File: config.mk
export PLATFORM = sky130hd
export DESIGN_NAME = mif_dev_flat
export DESIGN_NICKNAME = d
export VERILOG_FILES = /design/src/mif_pkg.sv /design/src/mif_bus_if.sv /design/src/mif_arbiter.sv /design/src/mif_dev.sv /design/src/flat_wrapper.sv
export SDC_FILE = /design/constraint.sdc
export NUM_CORES = 1
export LEC_CHECK = 0
export BUFFER_PORTS_ARGS = -buffer_cell sky130_fd_sc_hd__buf_4
export CELL_PAD_IN_SITES_DETAIL_PLACEMENT = 1
export CELL_PAD_IN_SITES_GLOBAL_PLACEMENT = 1
export CORE_ASPECT_RATIO = 1.2
export CORE_UTILIZATION = 45
export CTS_CLUSTER_DIAMETER = 30
export DETAILED_ROUTE_END_ITERATION = 10
export PLACE_DENSITY_LB_ADDON = 0.15
export SLEW_MARGIN = 20
export SYNTH_ARGS = -nofsm -noshare
export SYNTH_HDL_FRONTEND = slang
export SYNTH_HIERARCHICAL = 1
export SYNTH_SLANG_ARGS = --single-unit
File: constraint.sdc
create_clock -name ref_clk_in -period 2.5 [get_ports ref_clk_in]
set_input_delay 0.25 -clock ref_clk_in [delete_from_list [all_inputs] [get_ports ref_clk_in]]
set_output_delay 0.25 -clock ref_clk_in [all_outputs]
set_load 0.005 [all_outputs]
File: src/mif_pkg.sv
// package for the interrupt flag/enable block and its core-side partner
// assumes one core clock and an 8-bit special-function register port
package mif_pkg;

  // ----------------------------------------
  // register offsets
  // ----------------------------------------
  localparam logic [7:0] TCON_ADDR      = 8'h88;
  localparam logic [7:0] EXT_PEND_ADDR  = 8'h91;
  localparam logic [7:0] SERIAL_PORT_CONTROL_ADDR      = 8'h98;
  localparam logic [7:0] IE_ADDR        = 8'ha8;
  localparam logic [7:0] IP_ADDR        = 8'hb8;
  localparam logic [7:0] WATCHDOG_CONTROL_ADDR     = 8'hd8;
  localparam logic [7:0] EXT_EN_ADDR    = 8'he8;
  localparam logic [7:0] EXT_PRIO_ADDR  = 8'hf8;
  localparam logic [7:0] TA_ADDR        = 8'hc7;

  // ----------------------------------------
  // reset values and keys
  // ----------------------------------------
  localparam logic [7:0] REG_RESET      = 8'h00;
  localparam logic [7:0] TA_KEY1        = 8'haa;
  localparam logic [7:0] TA_KEY2        = 8'h55;
  localparam int         TA_WINDOW      = 3;

  // ----------------------------------------
  // bit positions
  // ----------------------------------------
  localparam int TC_IT0 = 0;
  localparam int TC_IE0 = 1;
  localparam int TC_IT1 = 2;
  localparam int TC_IE1 = 3;
  localparam int TC_TF0 = 5;
  localparam int TC_TF1 = 7;
  localparam int SC_RI  = 0;
  localparam int SC_TI  = 1;
  localparam int X_EXT2 = 0;
  localparam int X_EXT3 = 1;
  localparam int X_SRC4 = 2;
  localparam int X_NET  = 3;
  localparam int X_WDOG = 4;
  localparam int WD_EWT = 1;
  localparam int WD_IF  = 3;
  localparam int IE_EA  = 7;

  // source index = natural order (0 first)
  localparam int NSRC   = 9;
  localparam logic [3:0] NO_SRC = 4'hf;

  typedef logic [7:0] mif_vec_t [NSRC];
  localparam mif_vec_t VEC_ADDR = '{8'h03, 8'h0b, 8'h13, 8'h1b, 8'h23,
                                    8'h43, 8'h4b, 8'h5b, 8'h63};

endpackage

File: src/mif_bus_if.sv
// interface joining the interrupt block and the core-side end
// assumes a single clock shared by both ends
`timescale 1ns/100ps
interface mif_bus_if;
  logic [7:0] addr;
  logic [7:0] wdata;
  logic       wr;
  logic       rd;
  logic [7:0] rdata;
  logic       irq_req;
  logic [7:0] irq_vec;
  logic [3:0] irq_src;
  logic       irq_ack;
  logic       reti;

  modport dev  (input addr, wdata, wr, rd, irq_ack, reti,
                output rdata, irq_req, irq_vec, irq_src);
  modport core (output addr, wdata, wr, rd, irq_ack, reti,
                input rdata, irq_req, irq_vec, irq_src);
endinterface

File: src/mif_arbiter.sv
// priority pick among pending sources, two levels with nesting
// assumes pend/prio vectors ordered by natural order
`timescale 1ns/100ps
module mif_arbiter
  import mif_pkg::*;
#(
  parameter int N = NSRC
) (
  input  wire logic [N-1:0] pend_in,
  input  wire logic [N-1:0] hi_in,
  input  wire logic         in_lo_in,
  input  wire logic         in_hi_in,
  output logic              valid_out,
  output logic [3:0]        src_out
);
  logic [N-1:0] hi_req;
  logic [N-1:0] lo_req;
  logic [3:0]   hi_idx;
  logic [3:0]   lo_idx;

  assign hi_req = pend_in & hi_in;
  assign lo_req = pend_in & ~hi_in;

  function automatic logic [3:0] first_set(input logic [N-1:0] v);
    first_set = NO_SRC;
    for (int i = N - 1; i >= 0; i--) begin
      if (v[i]) first_set = 4'(i);
    end
  endfunction

  assign hi_idx = first_set(hi_req);
  assign lo_idx = first_set(lo_req);

  // high pre-empts low; nothing pre-empts high
  always_comb begin
    valid_out = 1'b0;
    src_out   = NO_SRC;
    if (!in_hi_in && |hi_req) begin
      valid_out = 1'b1;
      src_out   = hi_idx;
    end else if (!in_hi_in && !in_lo_in && |lo_req) begin
      valid_out = 1'b1;
      src_out   = lo_idx;
    end
  end
endmodule

File: src/mif_dev.sv
// interrupt flag, enable and priority registers of the controller
// assumes core acks one vector at a time and signals return (reti)
//
// Summary of operation
// - external 0/1 flags clear on vectoring in edge mode
// - timer flags set on overflow, clear on vectoring
// - uart rx bit0, tx bit1, shared request
// - extended enable bits 0,1,3,4 gate sources
// - software keeps source-4 bits at zero
// - extended priority bit one means high level
// - extended pending flags cleared by software only
// - watchdog control bit 3 holds watchdog flag
// - watchdog routine clears its flag itself
// - software-set enabled watchdog flag interrupts
// - watchdog flag writable via timed-access sequence
// - level mode flag follows external pin
// - global enable bit 7 masks all sources
`timescale 1ns/100ps
module mif_dev
  import mif_pkg::*;
(
  // clock and reset
  input  wire logic ref_clk_in,
  input  wire logic nrst_in,
  // core side
  mif_bus_if.dev    bus,
  // event sources (one-cycle pulses; ext pins active low levels)
  input  wire logic ext0_n_in,
  input  wire logic ext1_n_in,
  input  wire logic ext2_n_in,
  input  wire logic ext3_n_in,
  input  wire logic net_irq_n_in,
  input  wire logic tmr0_ovf_in,
  input  wire logic tmr1_ovf_in,
  input  wire logic uart_rx_in,
  input  wire logic uart_tx_in,
  input  wire logic wdog_evt_in,
  // status
  output logic      ta_open_out
);
  logic [7:0] tcon_r, serial_port_control_r, ie_r, ip_r, xen_r, xpri_r, xpend_r, watchdog_control_r;
  logic [7:0] tcon_nxt, serial_port_control_nxt, xpend_nxt, watchdog_control_nxt;
  logic [4:0] pin_r;
  logic [1:0] ta_stage_r;
  logic [1:0] ta_cnt_r;
  logic [7:0] rdata_r;
  logic       in_lo_r, in_hi_r, lo_pre_r;
  logic       req_r;
  logic [3:0] src_r;

  // ----------------------------------------
  // decode
  // ----------------------------------------
  wire w_tcon  = bus.wr && bus.addr == TCON_ADDR;
  wire w_serial_port_control  = bus.wr && bus.addr == SERIAL_PORT_CONTROL_ADDR;
  wire w_ie    = bus.wr && bus.addr == IE_ADDR;
  wire w_ip    = bus.wr && bus.addr == IP_ADDR;
  wire w_xen   = bus.wr && bus.addr == EXT_EN_ADDR;
  wire w_xpri  = bus.wr && bus.addr == EXT_PRIO_ADDR;
  wire w_xpend = bus.wr && bus.addr == EXT_PEND_ADDR;
  wire w_ta    = bus.wr && bus.addr == TA_ADDR;
  wire ta_ok   = ta_stage_r == 2'd2;
  // watchdog flag is guarded: only taken inside the timed window
  wire w_watchdog_control = bus.wr && bus.addr == WATCHDOG_CONTROL_ADDR && ta_ok;
  wire ack     = bus.irq_ack;
  wire [3:0] ack_src = src_r;

  // falling edges, previous levels in pin_r; it resets high so no false edge
  wire fall2 = pin_r[0] && !ext2_n_in;
  wire fall3 = pin_r[1] && !ext3_n_in;
  wire falln = pin_r[2] && !net_irq_n_in;
  wire fall0 = pin_r[3] && !ext0_n_in;
  wire fall1 = pin_r[4] && !ext1_n_in;

  // ----------------------------------------
  // flag next-state
  // ----------------------------------------
  always_comb begin
    tcon_nxt = w_tcon ? bus.wdata : tcon_r;
    if (ack && ack_src == 4'd0) tcon_nxt[TC_IE0] = 1'b0;
    if (ack && ack_src == 4'd2) tcon_nxt[TC_IE1] = 1'b0;
    if (ack && ack_src == 4'd1) tcon_nxt[TC_TF0] = 1'b0;
    if (ack && ack_src == 4'd3) tcon_nxt[TC_TF1] = 1'b0;
    // edge mode latches an edge, so a pin held low cannot re-arm; level tracks
    if (tcon_r[TC_IT0]) begin
      if (fall0) tcon_nxt[TC_IE0] = 1'b1;
    end else begin
      tcon_nxt[TC_IE0] = !ext0_n_in;
    end
    if (tcon_r[TC_IT1]) begin
      if (fall1) tcon_nxt[TC_IE1] = 1'b1;
    end else begin
      tcon_nxt[TC_IE1] = !ext1_n_in;
    end
    if (tmr0_ovf_in) tcon_nxt[TC_TF0] = 1'b1;
    if (tmr1_ovf_in) tcon_nxt[TC_TF1] = 1'b1;

    serial_port_control_nxt = w_serial_port_control ? bus.wdata : serial_port_control_r;
    if (uart_rx_in) serial_port_control_nxt[SC_RI] = 1'b1;
    if (uart_tx_in) serial_port_control_nxt[SC_TI] = 1'b1;

    // no clear on vectoring; set beats software clear
    xpend_nxt = w_xpend ? {4'h0, bus.wdata[3:0]} : xpend_r;
    if (fall2) xpend_nxt[X_EXT2] = 1'b1;
    if (fall3) xpend_nxt[X_EXT3] = 1'b1;
    if (falln) xpend_nxt[X_NET]  = 1'b1;

    // software may set or clear the flag, event sets win
    watchdog_control_nxt = w_watchdog_control ? {4'h0, bus.wdata[3:0]} : watchdog_control_r;
    if (wdog_evt_in) watchdog_control_nxt[WD_IF] = 1'b1;
  end

  // ----------------------------------------
  // pending and enabled vector
  // ----------------------------------------
  logic [NSRC-1:0] raw, en, hi;
  assign raw = {watchdog_control_r[WD_IF], xpend_r[X_NET], xpend_r[X_EXT3], xpend_r[X_EXT2],
                serial_port_control_r[SC_RI] | serial_port_control_r[SC_TI], tcon_r[TC_TF1], tcon_r[TC_IE1],
                tcon_r[TC_TF0], tcon_r[TC_IE0]};
  assign en  = {xen_r[X_WDOG], xen_r[X_NET], xen_r[X_EXT3], xen_r[X_EXT2],
                ie_r[4:0]};
  assign hi  = {xpri_r[X_WDOG], xpri_r[X_NET], xpri_r[X_EXT3], xpri_r[X_EXT2],
                ip_r[4:0]};
  wire [NSRC-1:0] pend = ie_r[IE_EA] ? (raw & en) : '0;

  logic       arb_v;
  logic [3:0] arb_src;
  mif_arbiter #(.N(NSRC)) u_arb (
    .pend_in   (pend),
    .hi_in     (hi),
    .in_lo_in  (in_lo_r),
    .in_hi_in  (in_hi_r),
    .valid_out (arb_v),
    .src_out   (arb_src)
  );

  // ----------------------------------------
  // registers
  // ----------------------------------------
  always_ff @(posedge ref_clk_in or negedge nrst_in) begin
    if (!nrst_in) begin
      tcon_r  <= REG_RESET;
      serial_port_control_r  <= REG_RESET;
      ie_r    <= REG_RESET;
      ip_r    <= REG_RESET;
      xen_r   <= REG_RESET;
      xpri_r  <= REG_RESET;
      xpend_r <= REG_RESET;
      watchdog_control_r <= REG_RESET;
      pin_r   <= 5'h1f;
    end else begin
      tcon_r  <= tcon_nxt;
      serial_port_control_r  <= serial_port_control_nxt;
      xpend_r <= xpend_nxt;
      watchdog_control_r <= watchdog_control_nxt;
      pin_r   <= {ext1_n_in, ext0_n_in, net_irq_n_in, ext3_n_in, ext2_n_in};
      if (w_ie)   ie_r   <= bus.wdata;
      if (w_ip)   ip_r   <= {2'h0, bus.wdata[5:0]};
      if (w_xen)  xen_r  <= {3'h0, bus.wdata[4:0]};
      if (w_xpri) xpri_r <= {3'h0, bus.wdata[4:0]};
    end
  end

  // timed access: key1 then key2 opens a short write window
  always_ff @(posedge ref_clk_in or negedge nrst_in) begin
    if (!nrst_in) begin
      ta_stage_r <= 2'd0;
      ta_cnt_r   <= 2'd0;
    end else if (w_ta && bus.wdata == TA_KEY1) begin
      ta_stage_r <= 2'd1;
      ta_cnt_r   <= 2'(TA_WINDOW);
    end else if (w_ta && ta_stage_r == 2'd1 && bus.wdata == TA_KEY2) begin
      ta_stage_r <= 2'd2;
      ta_cnt_r   <= 2'(TA_WINDOW);
    end else if (w_watchdog_control || ta_cnt_r == 2'd0) begin
      ta_stage_r <= 2'd0;
      ta_cnt_r   <= 2'd0;
    end else begin
      ta_cnt_r   <= ta_cnt_r - 2'd1;
    end
  end

  // in-service tracking; a nested high routine returns to low
  always_ff @(posedge ref_clk_in or negedge nrst_in) begin
    if (!nrst_in) begin
      in_lo_r  <= 1'b0;
      in_hi_r  <= 1'b0;
      lo_pre_r <= 1'b0;
      req_r    <= 1'b0;
      src_r    <= NO_SRC;
    end else begin
      if (ack && req_r) begin
        if (hi[src_r]) begin
          in_hi_r  <= 1'b1;
          lo_pre_r <= in_lo_r;
        end else begin
          in_lo_r  <= 1'b1;
        end
      end else if (bus.reti) begin
        if (in_hi_r) begin
          in_hi_r <= 1'b0;
          in_lo_r <= lo_pre_r;
        end else begin
          in_lo_r <= 1'b0;
        end
      end
      // request drops for the cycle after an ack so state settles
      req_r <= arb_v && !ack && !bus.reti;
      src_r <= (ack || bus.reti) ? src_r : arb_src;
    end
  end

  // ----------------------------------------
  // read port
  // ----------------------------------------
  wire [7:0] rd_mux =
    bus.addr == TCON_ADDR     ? tcon_r  :
    bus.addr == SERIAL_PORT_CONTROL_ADDR     ? serial_port_control_r  :
    bus.addr == IE_ADDR       ? ie_r    :
    bus.addr == IP_ADDR       ? ip_r    :
    bus.addr == EXT_EN_ADDR   ? xen_r   :
    bus.addr == EXT_PRIO_ADDR ? xpri_r  :
    bus.addr == EXT_PEND_ADDR ? xpend_r :
    bus.addr == WATCHDOG_CONTROL_ADDR    ? watchdog_control_r : 8'h00;

  always_ff @(posedge ref_clk_in or negedge nrst_in) begin
    if (!nrst_in) begin
      rdata_r     <= 8'h00;
      ta_open_out <= 1'b0;
    end else begin
      rdata_r     <= bus.rd ? rd_mux : 8'h00;
      ta_open_out <= ta_stage_r == 2'd2;
    end
  end

  assign bus.rdata   = rdata_r;
  assign bus.irq_req = req_r;
  assign bus.irq_src = src_r;
  assign bus.irq_vec = (src_r < 4'(NSRC)) ? VEC_ADDR[src_r] : 8'h00;
endmodule

File: src/flat_wrapper.sv
// flat-port wrapper written by rule: the top's interface ports become plain ports
module mif_dev_flat import mif_pkg::*;
  (ref_clk_in, nrst_in, ext0_n_in, ext1_n_in, ext2_n_in, ext3_n_in, net_irq_n_in, tmr0_ovf_in, tmr1_ovf_in, uart_rx_in, uart_tx_in, wdog_evt_in, ta_open_out, bus_addr, bus_wdata, bus_wr, bus_rd, bus_irq_ack, bus_reti, bus_rdata, bus_irq_req, bus_irq_vec, bus_irq_src);
  mif_bus_if bus_i ();
  input  wire logic ref_clk_in;
  input  wire logic nrst_in;
  input  wire logic ext0_n_in;
  input  wire logic ext1_n_in;
  input  wire logic ext2_n_in;
  input  wire logic ext3_n_in;
  input  wire logic net_irq_n_in;
  input  wire logic tmr0_ovf_in;
  input  wire logic tmr1_ovf_in;
  input  wire logic uart_rx_in;
  input  wire logic uart_tx_in;
  input  wire logic wdog_evt_in;
  output logic ta_open_out;
  input wire logic [$bits(bus_i.addr)-1:0] bus_addr;
  input wire logic [$bits(bus_i.wdata)-1:0] bus_wdata;
  input wire logic [$bits(bus_i.wr)-1:0] bus_wr;
  input wire logic [$bits(bus_i.rd)-1:0] bus_rd;
  input wire logic [$bits(bus_i.irq_ack)-1:0] bus_irq_ack;
  input wire logic [$bits(bus_i.reti)-1:0] bus_reti;
  output wire logic [$bits(bus_i.rdata)-1:0] bus_rdata;
  output wire logic [$bits(bus_i.irq_req)-1:0] bus_irq_req;
  output wire logic [$bits(bus_i.irq_vec)-1:0] bus_irq_vec;
  output wire logic [$bits(bus_i.irq_src)-1:0] bus_irq_src;
  assign bus_i.addr = bus_addr;
  assign bus_i.wdata = bus_wdata;
  assign bus_i.wr = bus_wr;
  assign bus_i.rd = bus_rd;
  assign bus_i.irq_ack = bus_irq_ack;
  assign bus_i.reti = bus_reti;
  assign bus_rdata = bus_i.rdata;
  assign bus_irq_req = bus_i.irq_req;
  assign bus_irq_vec = bus_i.irq_vec;
  assign bus_irq_src = bus_i.irq_src;
  mif_dev u_core (.ref_clk_in(ref_clk_in), .nrst_in(nrst_in), .bus(bus_i), .ext0_n_in(ext0_n_in), .ext1_n_in(ext1_n_in), .ext2_n_in(ext2_n_in), .ext3_n_in(ext3_n_in), .net_irq_n_in(net_irq_n_in), .tmr0_ovf_in(tmr0_ovf_in), .tmr1_ovf_in(tmr1_ovf_in), .uart_rx_in(uart_rx_in), .uart_tx_in(uart_tx_in), .wdog_evt_in(wdog_evt_in), .ta_open_out(ta_open_out));
endmodule
**Word-level counts from Yosys, hierarchy flattened**

Memory sizes are Yosys's and may differ from the RTL's.
Cells that the tools add are included.

- $add $sub $neg: 1
- Magnitude comparators: 3
- Equal/unequal tests: 20
- Mux-type cells: 70
- Bitwise operators: 6
- Reduce and logical (&&, ||, !) cells: 56

Operator list:

| cell | count |
|---|---|
| 8-bit 2-to-1 mux | 12 |
| 4-bit 2-to-1 mux | 21 |
| 8-bit == test, second input constant | 10 |
| 1-bit logical AND | 28 |
| 9-bit AND | 3 |
| 1-bit 2-to-1 mux | 26 |
| 9-bit OR reduction | 2 |
| 2-bit 2-to-1 mux | 7 |
| 2-bit nonzero test | 7 |
| 1-bit zero test | 9 |
| 9-bit 2-to-1 mux | 1 |
| 9-bit inverter | 1 |
| 3-bit nonzero test | 3 |
| 4-bit by 2-bit == test with 1-bit output, second input constant | 2 |
| 8-bit by 7-bit == test with 1-bit output, second input constant | 1 |
| 4-bit inequality test, second input constant | 2 |
| 3-bit 2-to-1 mux | 2 |
| 2-bit AND reduction | 3 |
| 5-bit greater-or-equal comparator, second input constant | 1 |
| 4-bit by 5-bit < comparator with 1-bit output, second input constant | 1 |
| 4-bit inverter with 5-bit output | 1 |
| 1-bit binary-select mux with 4-bit select | 1 |
| 4-bit by 1-bit == test with 1-bit output, second input constant | 1 |
| 4-bit zero test | 1 |
| 8 further kinds | 10 |

- Register bits: 74
- Memory bits (read-only): 128
- Input port bits: 32
- Output and inout bits: 22
- Logic and storage cells: 185
- Memories kept: 1

Memories:

| name | words | bits a word | read ports | clocked after Yosys merged registers in | write ports | RTL line | RTL |
|---|---|---|---|---|---|---|---|
| (no name shown) | 16 | 8 | 1 | 0 | 0 | mif_dev.sv:239 | `assign bus.irq_vec = (src_r < 4'(NSRC)) ? VEC_ADDR[src_r] : 8'h00;` |

**Logic depth before layout (Yosys ltp)**

Gate-level depths: netlist (run 1).

- Word-level depth: 15
- Mapped depth: 9
- Gate-level depth less buffers: 8

**Modules after synthesis**

Netlist (run 1), hierarchy kept.

By module, submodules not included:

| module | times used | cells each | area an instance (sq um) |
|---|---|---|---|
| mif_dev | 1 | 331 | 3,781.1 |
| mif_arbiter | 1 | 60 | 446.7 |

**Least setup slack after synthesis (run 1)**

OpenSTA, ideal clock, no wires.

- Path type: reg2reg
- Start: register u_core.ie_r[7]
- End: register u_core.src_r[0] (netlist: u_core/bus.irq_src[0])
- Library setup time: 91 ps
- Data arrival time: 1,947 ps
- Required time: 2,409 ps
- Path slack: 462 ps
- Stages on the path, launching flop included: 10
- Buffers on the path: 1
- Period minus slack after synthesis: 2,038 ps
- Cells stage by stage: dfrtp_1 > clkbuf_1 > and3_1 > a22o_1 > nand3b_4 > or3_4 > a2111oi_4 > nor4_2 > nand2_1 > o21ai_0

- Elaborated cells between the ends (all ways): 27
- Classes of those cells: 21 x mux; 2 x bitwise; 4 x reduce/logical

RTL lines:

| item | RTL line | RTL |
|---|---|---|
| start: declaration | mif_dev.sv:41 | `logic [7:0] tcon_r, serial_port_control_r, ie_r, ip_r, xen_r, xpri_r, xpend_r, watchdog_control_r;` |
| start signal: assignment | mif_dev.sv:157 | `if (w_ie) ie_r <= bus.wdata;` |
| 9-bit 2-to-1 mux * | mif_dev.sv:124 | `wire [NSRC-1:0] pend = ie_r[IE_EA] ? (raw & en) : '0;` |
| via u_core.pend[5] | mif_dev.sv:124 |  |
| 9-bit AND | mif_arbiter.sv:22 | `assign lo_req = pend_in & ~hi_in;` |
| 4-bit 2-to-1 mux (6 in a row) | mif_arbiter.sv:27 | `if (v[i]) first_set = 4'(i);` |
| 4-bit 2-to-1 mux | mif_arbiter.sv:41 | `end else if (!in_hi_in && !in_lo_in && \|lo_req) begin` |
| 4-bit 2-to-1 mux * | mif_arbiter.sv:38 | `if (!in_hi_in && \|hi_req) begin` |
| via u_core.arb_src[0] | mif_dev.sv:127 | `logic [3:0] arb_src;` |
| end signal: assignment | mif_dev.sv:209 | `src_r <= (ack \|\| bus.reti) ? src_r : arb_src;` |
| end: declaration | mif_dev.sv:49 | `logic [3:0] src_r;` |

Mark *: on every way through the listed nets, which the timed path passes. The rest lies on a longest branch.
A chain may end at the register's enable or synchronous reset.

**Worst setup path after layout (run 1)**

- Start: register u_core.ie_r[7]
- End: register u_core.src_r[0] (netlist: u_core/bus.irq_src[0])

- Elaborated cells between the ends (all ways): 27
- Classes of those cells: 21 x mux; 2 x bitwise; 4 x reduce/logical

RTL lines:

| item | RTL line |
|---|---|
| 9-bit 2-to-1 mux * | mif_dev.sv:124 |
| via u_core.pend[3] | mif_dev.sv:124 |
| 9-bit AND | mif_arbiter.sv:22 |
| 4-bit 2-to-1 mux (4 in a row) | mif_arbiter.sv:27 |
| 4-bit 2-to-1 mux | mif_arbiter.sv:41 |
| 4-bit 2-to-1 mux * | mif_arbiter.sv:38 |
| via u_core.arb_src[0] | mif_dev.sv:127 |

Marks and branches as above.

==> results.py, run 1 <==
metrics = {
    "status": {
        "outcome": "complete, no violations",
    },
    "synthesis": {
        "synth_area_leader_cell": "dfrtp_1",
        "synth_top_area_share": 0.3847,
        "async_flop_share": 1.000,
        "yosysMostFrequentCell": "dfrtp_1",
        "synthFlopType": "dfrtp_1",
        "synth_cell_types": 69,
        "ys_ff_latch": 74,
        "synth.area.mux_share": 0.1897,
        "synth.area.top_cells": "dfrtp_1 (38%), mux2_2 (9.9%), dfstp_2 (5.6%)",
        "ys_warn_count": 6,
        "synth.avg_cell_area_sq_um": 10.81,
        "synth_enable_flop_cells": 0,
        "yosysSeqAreaShare": 0.4407,
        "synth_top_family_by_area": "simple AND/OR/NAND/NOR gates",
        "synth_area_sq_mm": 0.004228,
        "synth_compound_area_frac": 0.1095,
        "netlist_instances": 391,
        "synth_common_cells": "dfrtp_1 (65), mux2_2 (37), nor2_1 (27)",
        "synth-adder-area-share": 0.002959,
        "synthXorXnorAreaFrac": 0.002072,
        "yosys.area_share.simple": 0.2128,
    },
    "place": {
        "io_buffers": 51,
        "dp.final_hpwl_um": 8258,
        "place_congestion": 0.8190,
        "dpl-instance-area_sq_mm": 0.004672,
        "dp.cells": 542,
    },
    "floorplan": {
        "die_y_um": 108.2,
        "dieArea_sq_mm": 0.009789,
        "start_util": 0.4656,
        "design.core.area_sq_mm": 0.009081,
        "fp.dieW_um": 90.49,
        "io_pins": 54,
        "row_count": 38,
    },
    "worst_setup_path": {
        "arrival_ns": 2.50,
        "worstSetupEndpointType": "flip-flop",
        "critPathRequiredTime_ns": 2.77,
        "crit_path_start_kind": "flip-flop",
        "critPathMaxFanout": 11,
        "crit_type": "flip-flop to flip-flop",
    },
    "timing": {
        "setup_viol": 0,
        "finalSetupTns_ns": 0,
        "hold_violations": 0,
        "fmax_mhz": 448.6,
        "worst_clock_skew_ns": 0.009291,
        "tightestPinTransition_ns": 0.9254,
        "rsz0062_at_grt": "false",
        "fin_crit_ns": 2.229,
        "maxSlewViolCount": 0,
        "relSlewSlack": 0.3831,
        "fin_crit_sh": 0.8916,
    },
    "pwr": {
        "comb_power_share": 0.126,
        "leakage_uw": 0.002272,
        "ir_drop_mv": 0.3061,
        "p_total_uw": 2436,
        "p_sw_frac": 0.2671,
        "pwr-share-seq": 0.536,
        "p_clk_frac": 0.338,
        "p_sw_uw": 650.7,
        "powerDensity_mw_per_mm2": 499.7,
        "p_int_uw": 1785,
    },
    "layout": {
        "antenna_cells": 0,
        "fin_cells": 561,
        "area_growth_pct": 15.30,
        "fin_area_sq_mm": 0.004875,
        "post-route-util": 0.5368,
        "drive_gt1_frac": 0.3311,
        "finalNetCount": 469,
    },
    "cts": {
        "clk_latency_ns": 0.35,
        "root_buffer": "clkbuf_8",
        "clkTransAtPathRegs_ns": 0.08,
        "cts_buffers": 9,
        "cts_resized": 0,
        "postCtsSetupRepairBufs": 0,
        "htreeDepth": 3,
        "cts.sinks": 74,
        "cts_tree": "yes",
        "clk_path_buf_depth": 2,
    },
    "routing": {
        "viasPerCell": 5.809,
        "routed_wl_um": 11470,
        "ant_nets": 0,
        "via_count": 3259,
        "drt_iter0_drc": 133,
        "drc": 0,
        "avgRoutedWirePerCell_um": 20.45,
        "drtPass1Iterations": 4,
    },
    "global_route": {
        "grt_pass1_wl_um": 18660,
        "grt_max_degree": 75,
        "grt_overflow": 0,
        "grt_antenna_before_repair": 0,
        "first_global_vias": 3459,
        "grtUsageTotal": 0.2506,
    },
    "min_path": {
        "hp-class": "primary input to flip-flop",
    },
    "flow_run": {
        "maxCapViolations": 0,
    },
}
final timing paths:
kind                                      startpoint                     to  slack, ns  depth (start not counted)
worst min register to register  u_core/ta_stage_r[0]     u_core/ta_open_out       0.48                          1
worst max register to register        u_core/ie_r[7]  u_core/bus.irq_src[0]       0.27                          8
max in group asynchronous                    nrst_in    u_core/bus.rdata[7]       1.87                          1
worst max-delay path                  u_core/ie_r[7]  u_core/bus.irq_src[0]       0.27                          8
worst min-delay path                       ext1_n_in        u_core/pin_r[4]       0.02                          1
min in group asynchronous                    nrst_in       u_core/tcon_r[7]       0.03                          1
critical path: stages, from the launching register on:
cell and delay [ns]:
dfrtp_1 0.51, and3_1 0.28, or2b_2 0.20, nand4_2 0.14, nor4b_2 0.51, nor3_1 0.12, nor4_2 0.23, nand2_1 0.08
o21ai_0 0.09
placed cells by master, fill, tap and decap left out, types with 10 or more instances in the layout:
cell	instances
buf_4	56
inv_1	11
nand2_1	25
a21oi_1	10
nor2b_1	11
mux2i_1	22
dfrtp_1	65
and3_1	13
clkbuf_8	10
o21ai_0	10
nor2_1	27
nand2b_1	10
mux2_2	37
flip-flops by register name, indices dropped and copies added, names as in the netlist, 5 cells and up:
register	count
u_core/bus.rdata	8
u_core/ie_r	8
u_core/ip_r	6
u_core/pin_r	5
u_core/serial_port_control_r	8
u_core/tcon_r	8
u_core/xen_r	5
u_core/xpri_r	5
final cells by class:
cell class                 count  area [sq um]
fill                        1019          4207
clock inverter                 5         31.28
inverter                      12         45.04
tap                          120         150.1
multi-input combinational    280          2193
clock buffer                  11         141.4
sequential                    74          1863
timing repair buffer          59         450.4
cell families (layout without fill, tap and decap cells):
group / after synthesis / after routing
adders and majority gates: 1 / 1
other: 1 / 2
DFF: 74 / 74
buffers and inverters: 38 / 87
muxes: 69 / 69
AOI/OAI and AO/OA: 62 / 62
and+or+nand+nor: 145 / 145
xor gates and xnor gates: 1 / 1
power groups by stage:
stage	logic (uW)	registers, uW	clock network [uW]
after floorplan	191	1300	0
after global placement	295	1320	0
after detailed placement	306	1330	0
after CTS	310	1300	847
after global routing	345	1310	881
final	307	1310	823
metal layers:
metal  global-route usage  up-vias  wire [um]
met4              0.07488        0        139
met2               0.4497       74       5893
li1                     -     1511          -
met5                    0        -          0
met3              0.04008       10        342
met1               0.3104     1664       5095
repair_timing:
action / CTS / global route
hold buffers: 2 / 1
hold endpoints to repair: 2 / 1
endpoints found under the setup margin: 0 / 0
stage by stage:
stage	hold slack [ns]	setup slack (ns)
after floorplan	-0.04559	0.4617
after global routing	0.005100	0.1238
after global placement	0.3664	0.3952
after detailed placement	0.3683	0.2901
after CTS	0.001560	0.2700
final	0.02115	0.2710
(Power assumes the default switching activity.)
==> inputs of run 2 (changes only) <==
- RECOVER_POWER: not set -> 50
==> run 2 against run 1 <==
The flow now finishes with violations (negative hold slack, max-capacitance violations, max-slew violations). Combinational power about the same. Fmax decreased by 0.36%. Hold slack got worse by 0.023 ns. Critical path depth unchanged. Utilization decreased by 0.19 points. First-iteration DRC count increased by 7.5%. Register-to-register slack about the same. Worst setup slack got worse by 0.0080 ns. Final area decreased by 0.36%. Largest cell class unchanged.
==> results.py, run 2 (synthesis results as in run 1) <==
metrics = {
    "worst_setup_path": {
        "reg2reg_slack_ns": 0.26,
        "worstSetupEndpointType": "flip-flop",
        "critPathMaxFanout": 11,
        "critPathRequiredTime_ns": 2.78,
        "worst_path_max_delay_cell": "dfrtp_1",
        "timing.rr.start": "u_core/ie_r[7]",
        "max_stage_delay_ns": 0.51,
        "rr_endpoint": "u_core/bus.irq_src[0]",
        "crit_type": "flip-flop to flip-flop",
        "crit_path_start_kind": "flip-flop",
        "path_cells": "and3_1 > a22o_1 > nand3b_4 > o31ai_2 > a221oi_1 > nor4_2 > nand2_1 > o21ai_0",
        "crit_family": "compound AO/OA/AOI/OAI gates",
        "r2r_cells": 8,
        "crit_buf_inv": 0,
        "arrival_ns": 2.51,
    },
    "place": {
        "io_buffers": 51,
        "dp.final_hpwl_um": 8258,
        "place_congestion": 0.8190,
    },
    "cts": {
        "cts_buffers": 9,
        "root_buffer": "clkbuf_8",
        "cts_tree": "yes",
        "htreeDepth": 3,
        "clk_latency_ns": 0.35,
        "clkTransAtPathRegs_ns": 0.08,
        "postCtsSetupRepairBufs": 0,
        "clk_path_buf_depth": 2,
        "cts.sinks": 74,
    },
    "timing": {
        "relSlewSlack": -0.2074,
        "setup_viol": 0,
        "fin_crit_sh": 0.8948,
        "hold_violations": 1,
        "fin_crit_ns": 2.237,
        "rsz0062_at_grt": "false",
        "maxSlewViolCount": 75,
        "hold_ws_ns": -0.002257,
        "worst_clock_skew_ns": 0.009353,
        "fmax_mhz": 447.0,
        "finalSetupTns_ns": 0,
        "tightestPinTransition_ns": 1.811,
    },
    "min_path": {
        "worstHoldStart": "ext1_n_in",
        "hold_depth": 1,
        "hold_end": "u_core/pin_r[4]",
        "hp-class": "primary input to flip-flop",
    },
    "layout": {
        "fillerInstances": 1018,
        "layout_common_cells": "dfrtp_1 (65), buf_4 (46), mux2_2 (37), nor2_1 (27), nand2_1 (25)",
        "post-route-util": 0.5349,
        "finalNetCount": 469,
        "drive_gt1_frac": 0.3220,
        "regArea_sq_mm": 0.001863,
        "antenna_cells": 0,
        "layout_commonest_cell": "dfrtp_1",
        "area_growth_pct": 14.89,
        "multi_input_area_sq_mm": 0.002193,
    },
    "routing": {
        "drtPass1Iterations": 4,
        "avgRoutedWirePerCell_um": 20.40,
        "via_count": 3269,
        "drt_iter0_drc": 143,
        "viasPerCell": 5.827,
        "drc": 0,
        "routed_wl_um": 11440,
        "ant_nets": 0,
    },
    "floorplan": {
        "dieArea_sq_mm": 0.009789,
        "start_util": 0.4656,
        "design.core.area_sq_mm": 0.009081,
        "die_y_um": 108.2,
        "row_count": 38,
        "fp.dieW_um": 90.49,
        "io_pins": 54,
    },
    "global_route": {
        "first_global_vias": 3459,
        "grt_pass1_wl_um": 18660,
        "grt_max_degree": 75,
        "grt_antenna_before_repair": 0,
        "grtUsageTotal": 0.2506,
        "grt_overflow": 0,
    },
    "pwr": {
        "ir_drop_mv": 0.3075,
        "leakage_uw": 0.002255,
        "powerDensity_mw_per_mm2": 501.5,
    },
    "status": {
        "outcome": "finished with violations",
        "violations": "negative hold slack, max-capacitance violations, max-slew violations",
    },
    "flow_run": {
        "maxCapViolations": 1,
    },
}
-- run 2: how the worst max path moves through the flow --
stage	cells past startpoint	to	start
global placement	8	u_core/bus.irq_src[0]	u_core/ie_r[7]
global route	8	u_core/bus.irq_src[0]	u_core/ie_r[7]
CTS	8	u_core/bus.irq_src[0]	u_core/ie_r[7]
floorplan	9	u_core/bus.irq_src[0]	u_core/ie_r[7]
detailed placement	8	u_core/bus.irq_src[0]	u_core/ie_r[7]
finish	8	u_core/bus.irq_src[0]	u_core/ie_r[7]
-- run 2: what timing repair did --
action / in CTS / in global routing
resized for setup: 0 / 0
endpoints found under the setup margin: 0 / 0
hold buffers: 2 / 1
hold endpoints to repair: 2 / 1
-- run 2: report_power, final --
part           internal, uW  leakage (uW)  switching [uW]
Sequential             1250      0.000946            51.0
Clock                   384     0.0000891             442
Combinational           144       0.00122             160
Total                  1780       0.00226             653
-- run 2: final cells by class --
type,instances,area share
Timing Repair Buffer,59,0.08913
Sequential cell,74,0.3836
Multi-Input combinational cell,280,0.4516
Inverter,12,0.009274
Tap cell,120,0.03091
Clock buffer,11,0.02911
Clock inverter,5,0.006440
-- run 2: layer usage --
layer / GRT usage / part of all wire / wire length, um / vias up
met5: 0 / 0 / 0 / -
met2: 0.4497 / 0.51 / 5826 / 75
met4: 0.07488 / 0.014 / 157 / 0
li1: - / - / - / 1513
met3: 0.04008 / 0.033 / 380 / 14
met1: 0.3104 / 0.44 / 5078 / 1667
-- run 2: stage by stage --
stage / instance area, sq um / cells / setup slack [ns] / hold slack (ns) / total power (uW)
detailed placement: 4672 / 542 / 0.2901 / 0.3683 / 1633
global placement: 4672 / 542 / 0.3952 / 0.3664 / 1619
CTS: 4865 / 560 / 0.2700 / 0.001560 / 2461
floorplan: 4232 / 392 / 0.4617 / -0.04559 / 1494
global route: 4857 / 561 / 0.1238 / -0.003786 / 2536
finish: 4857 / 561 / 0.2630 / -0.002257 / 2436
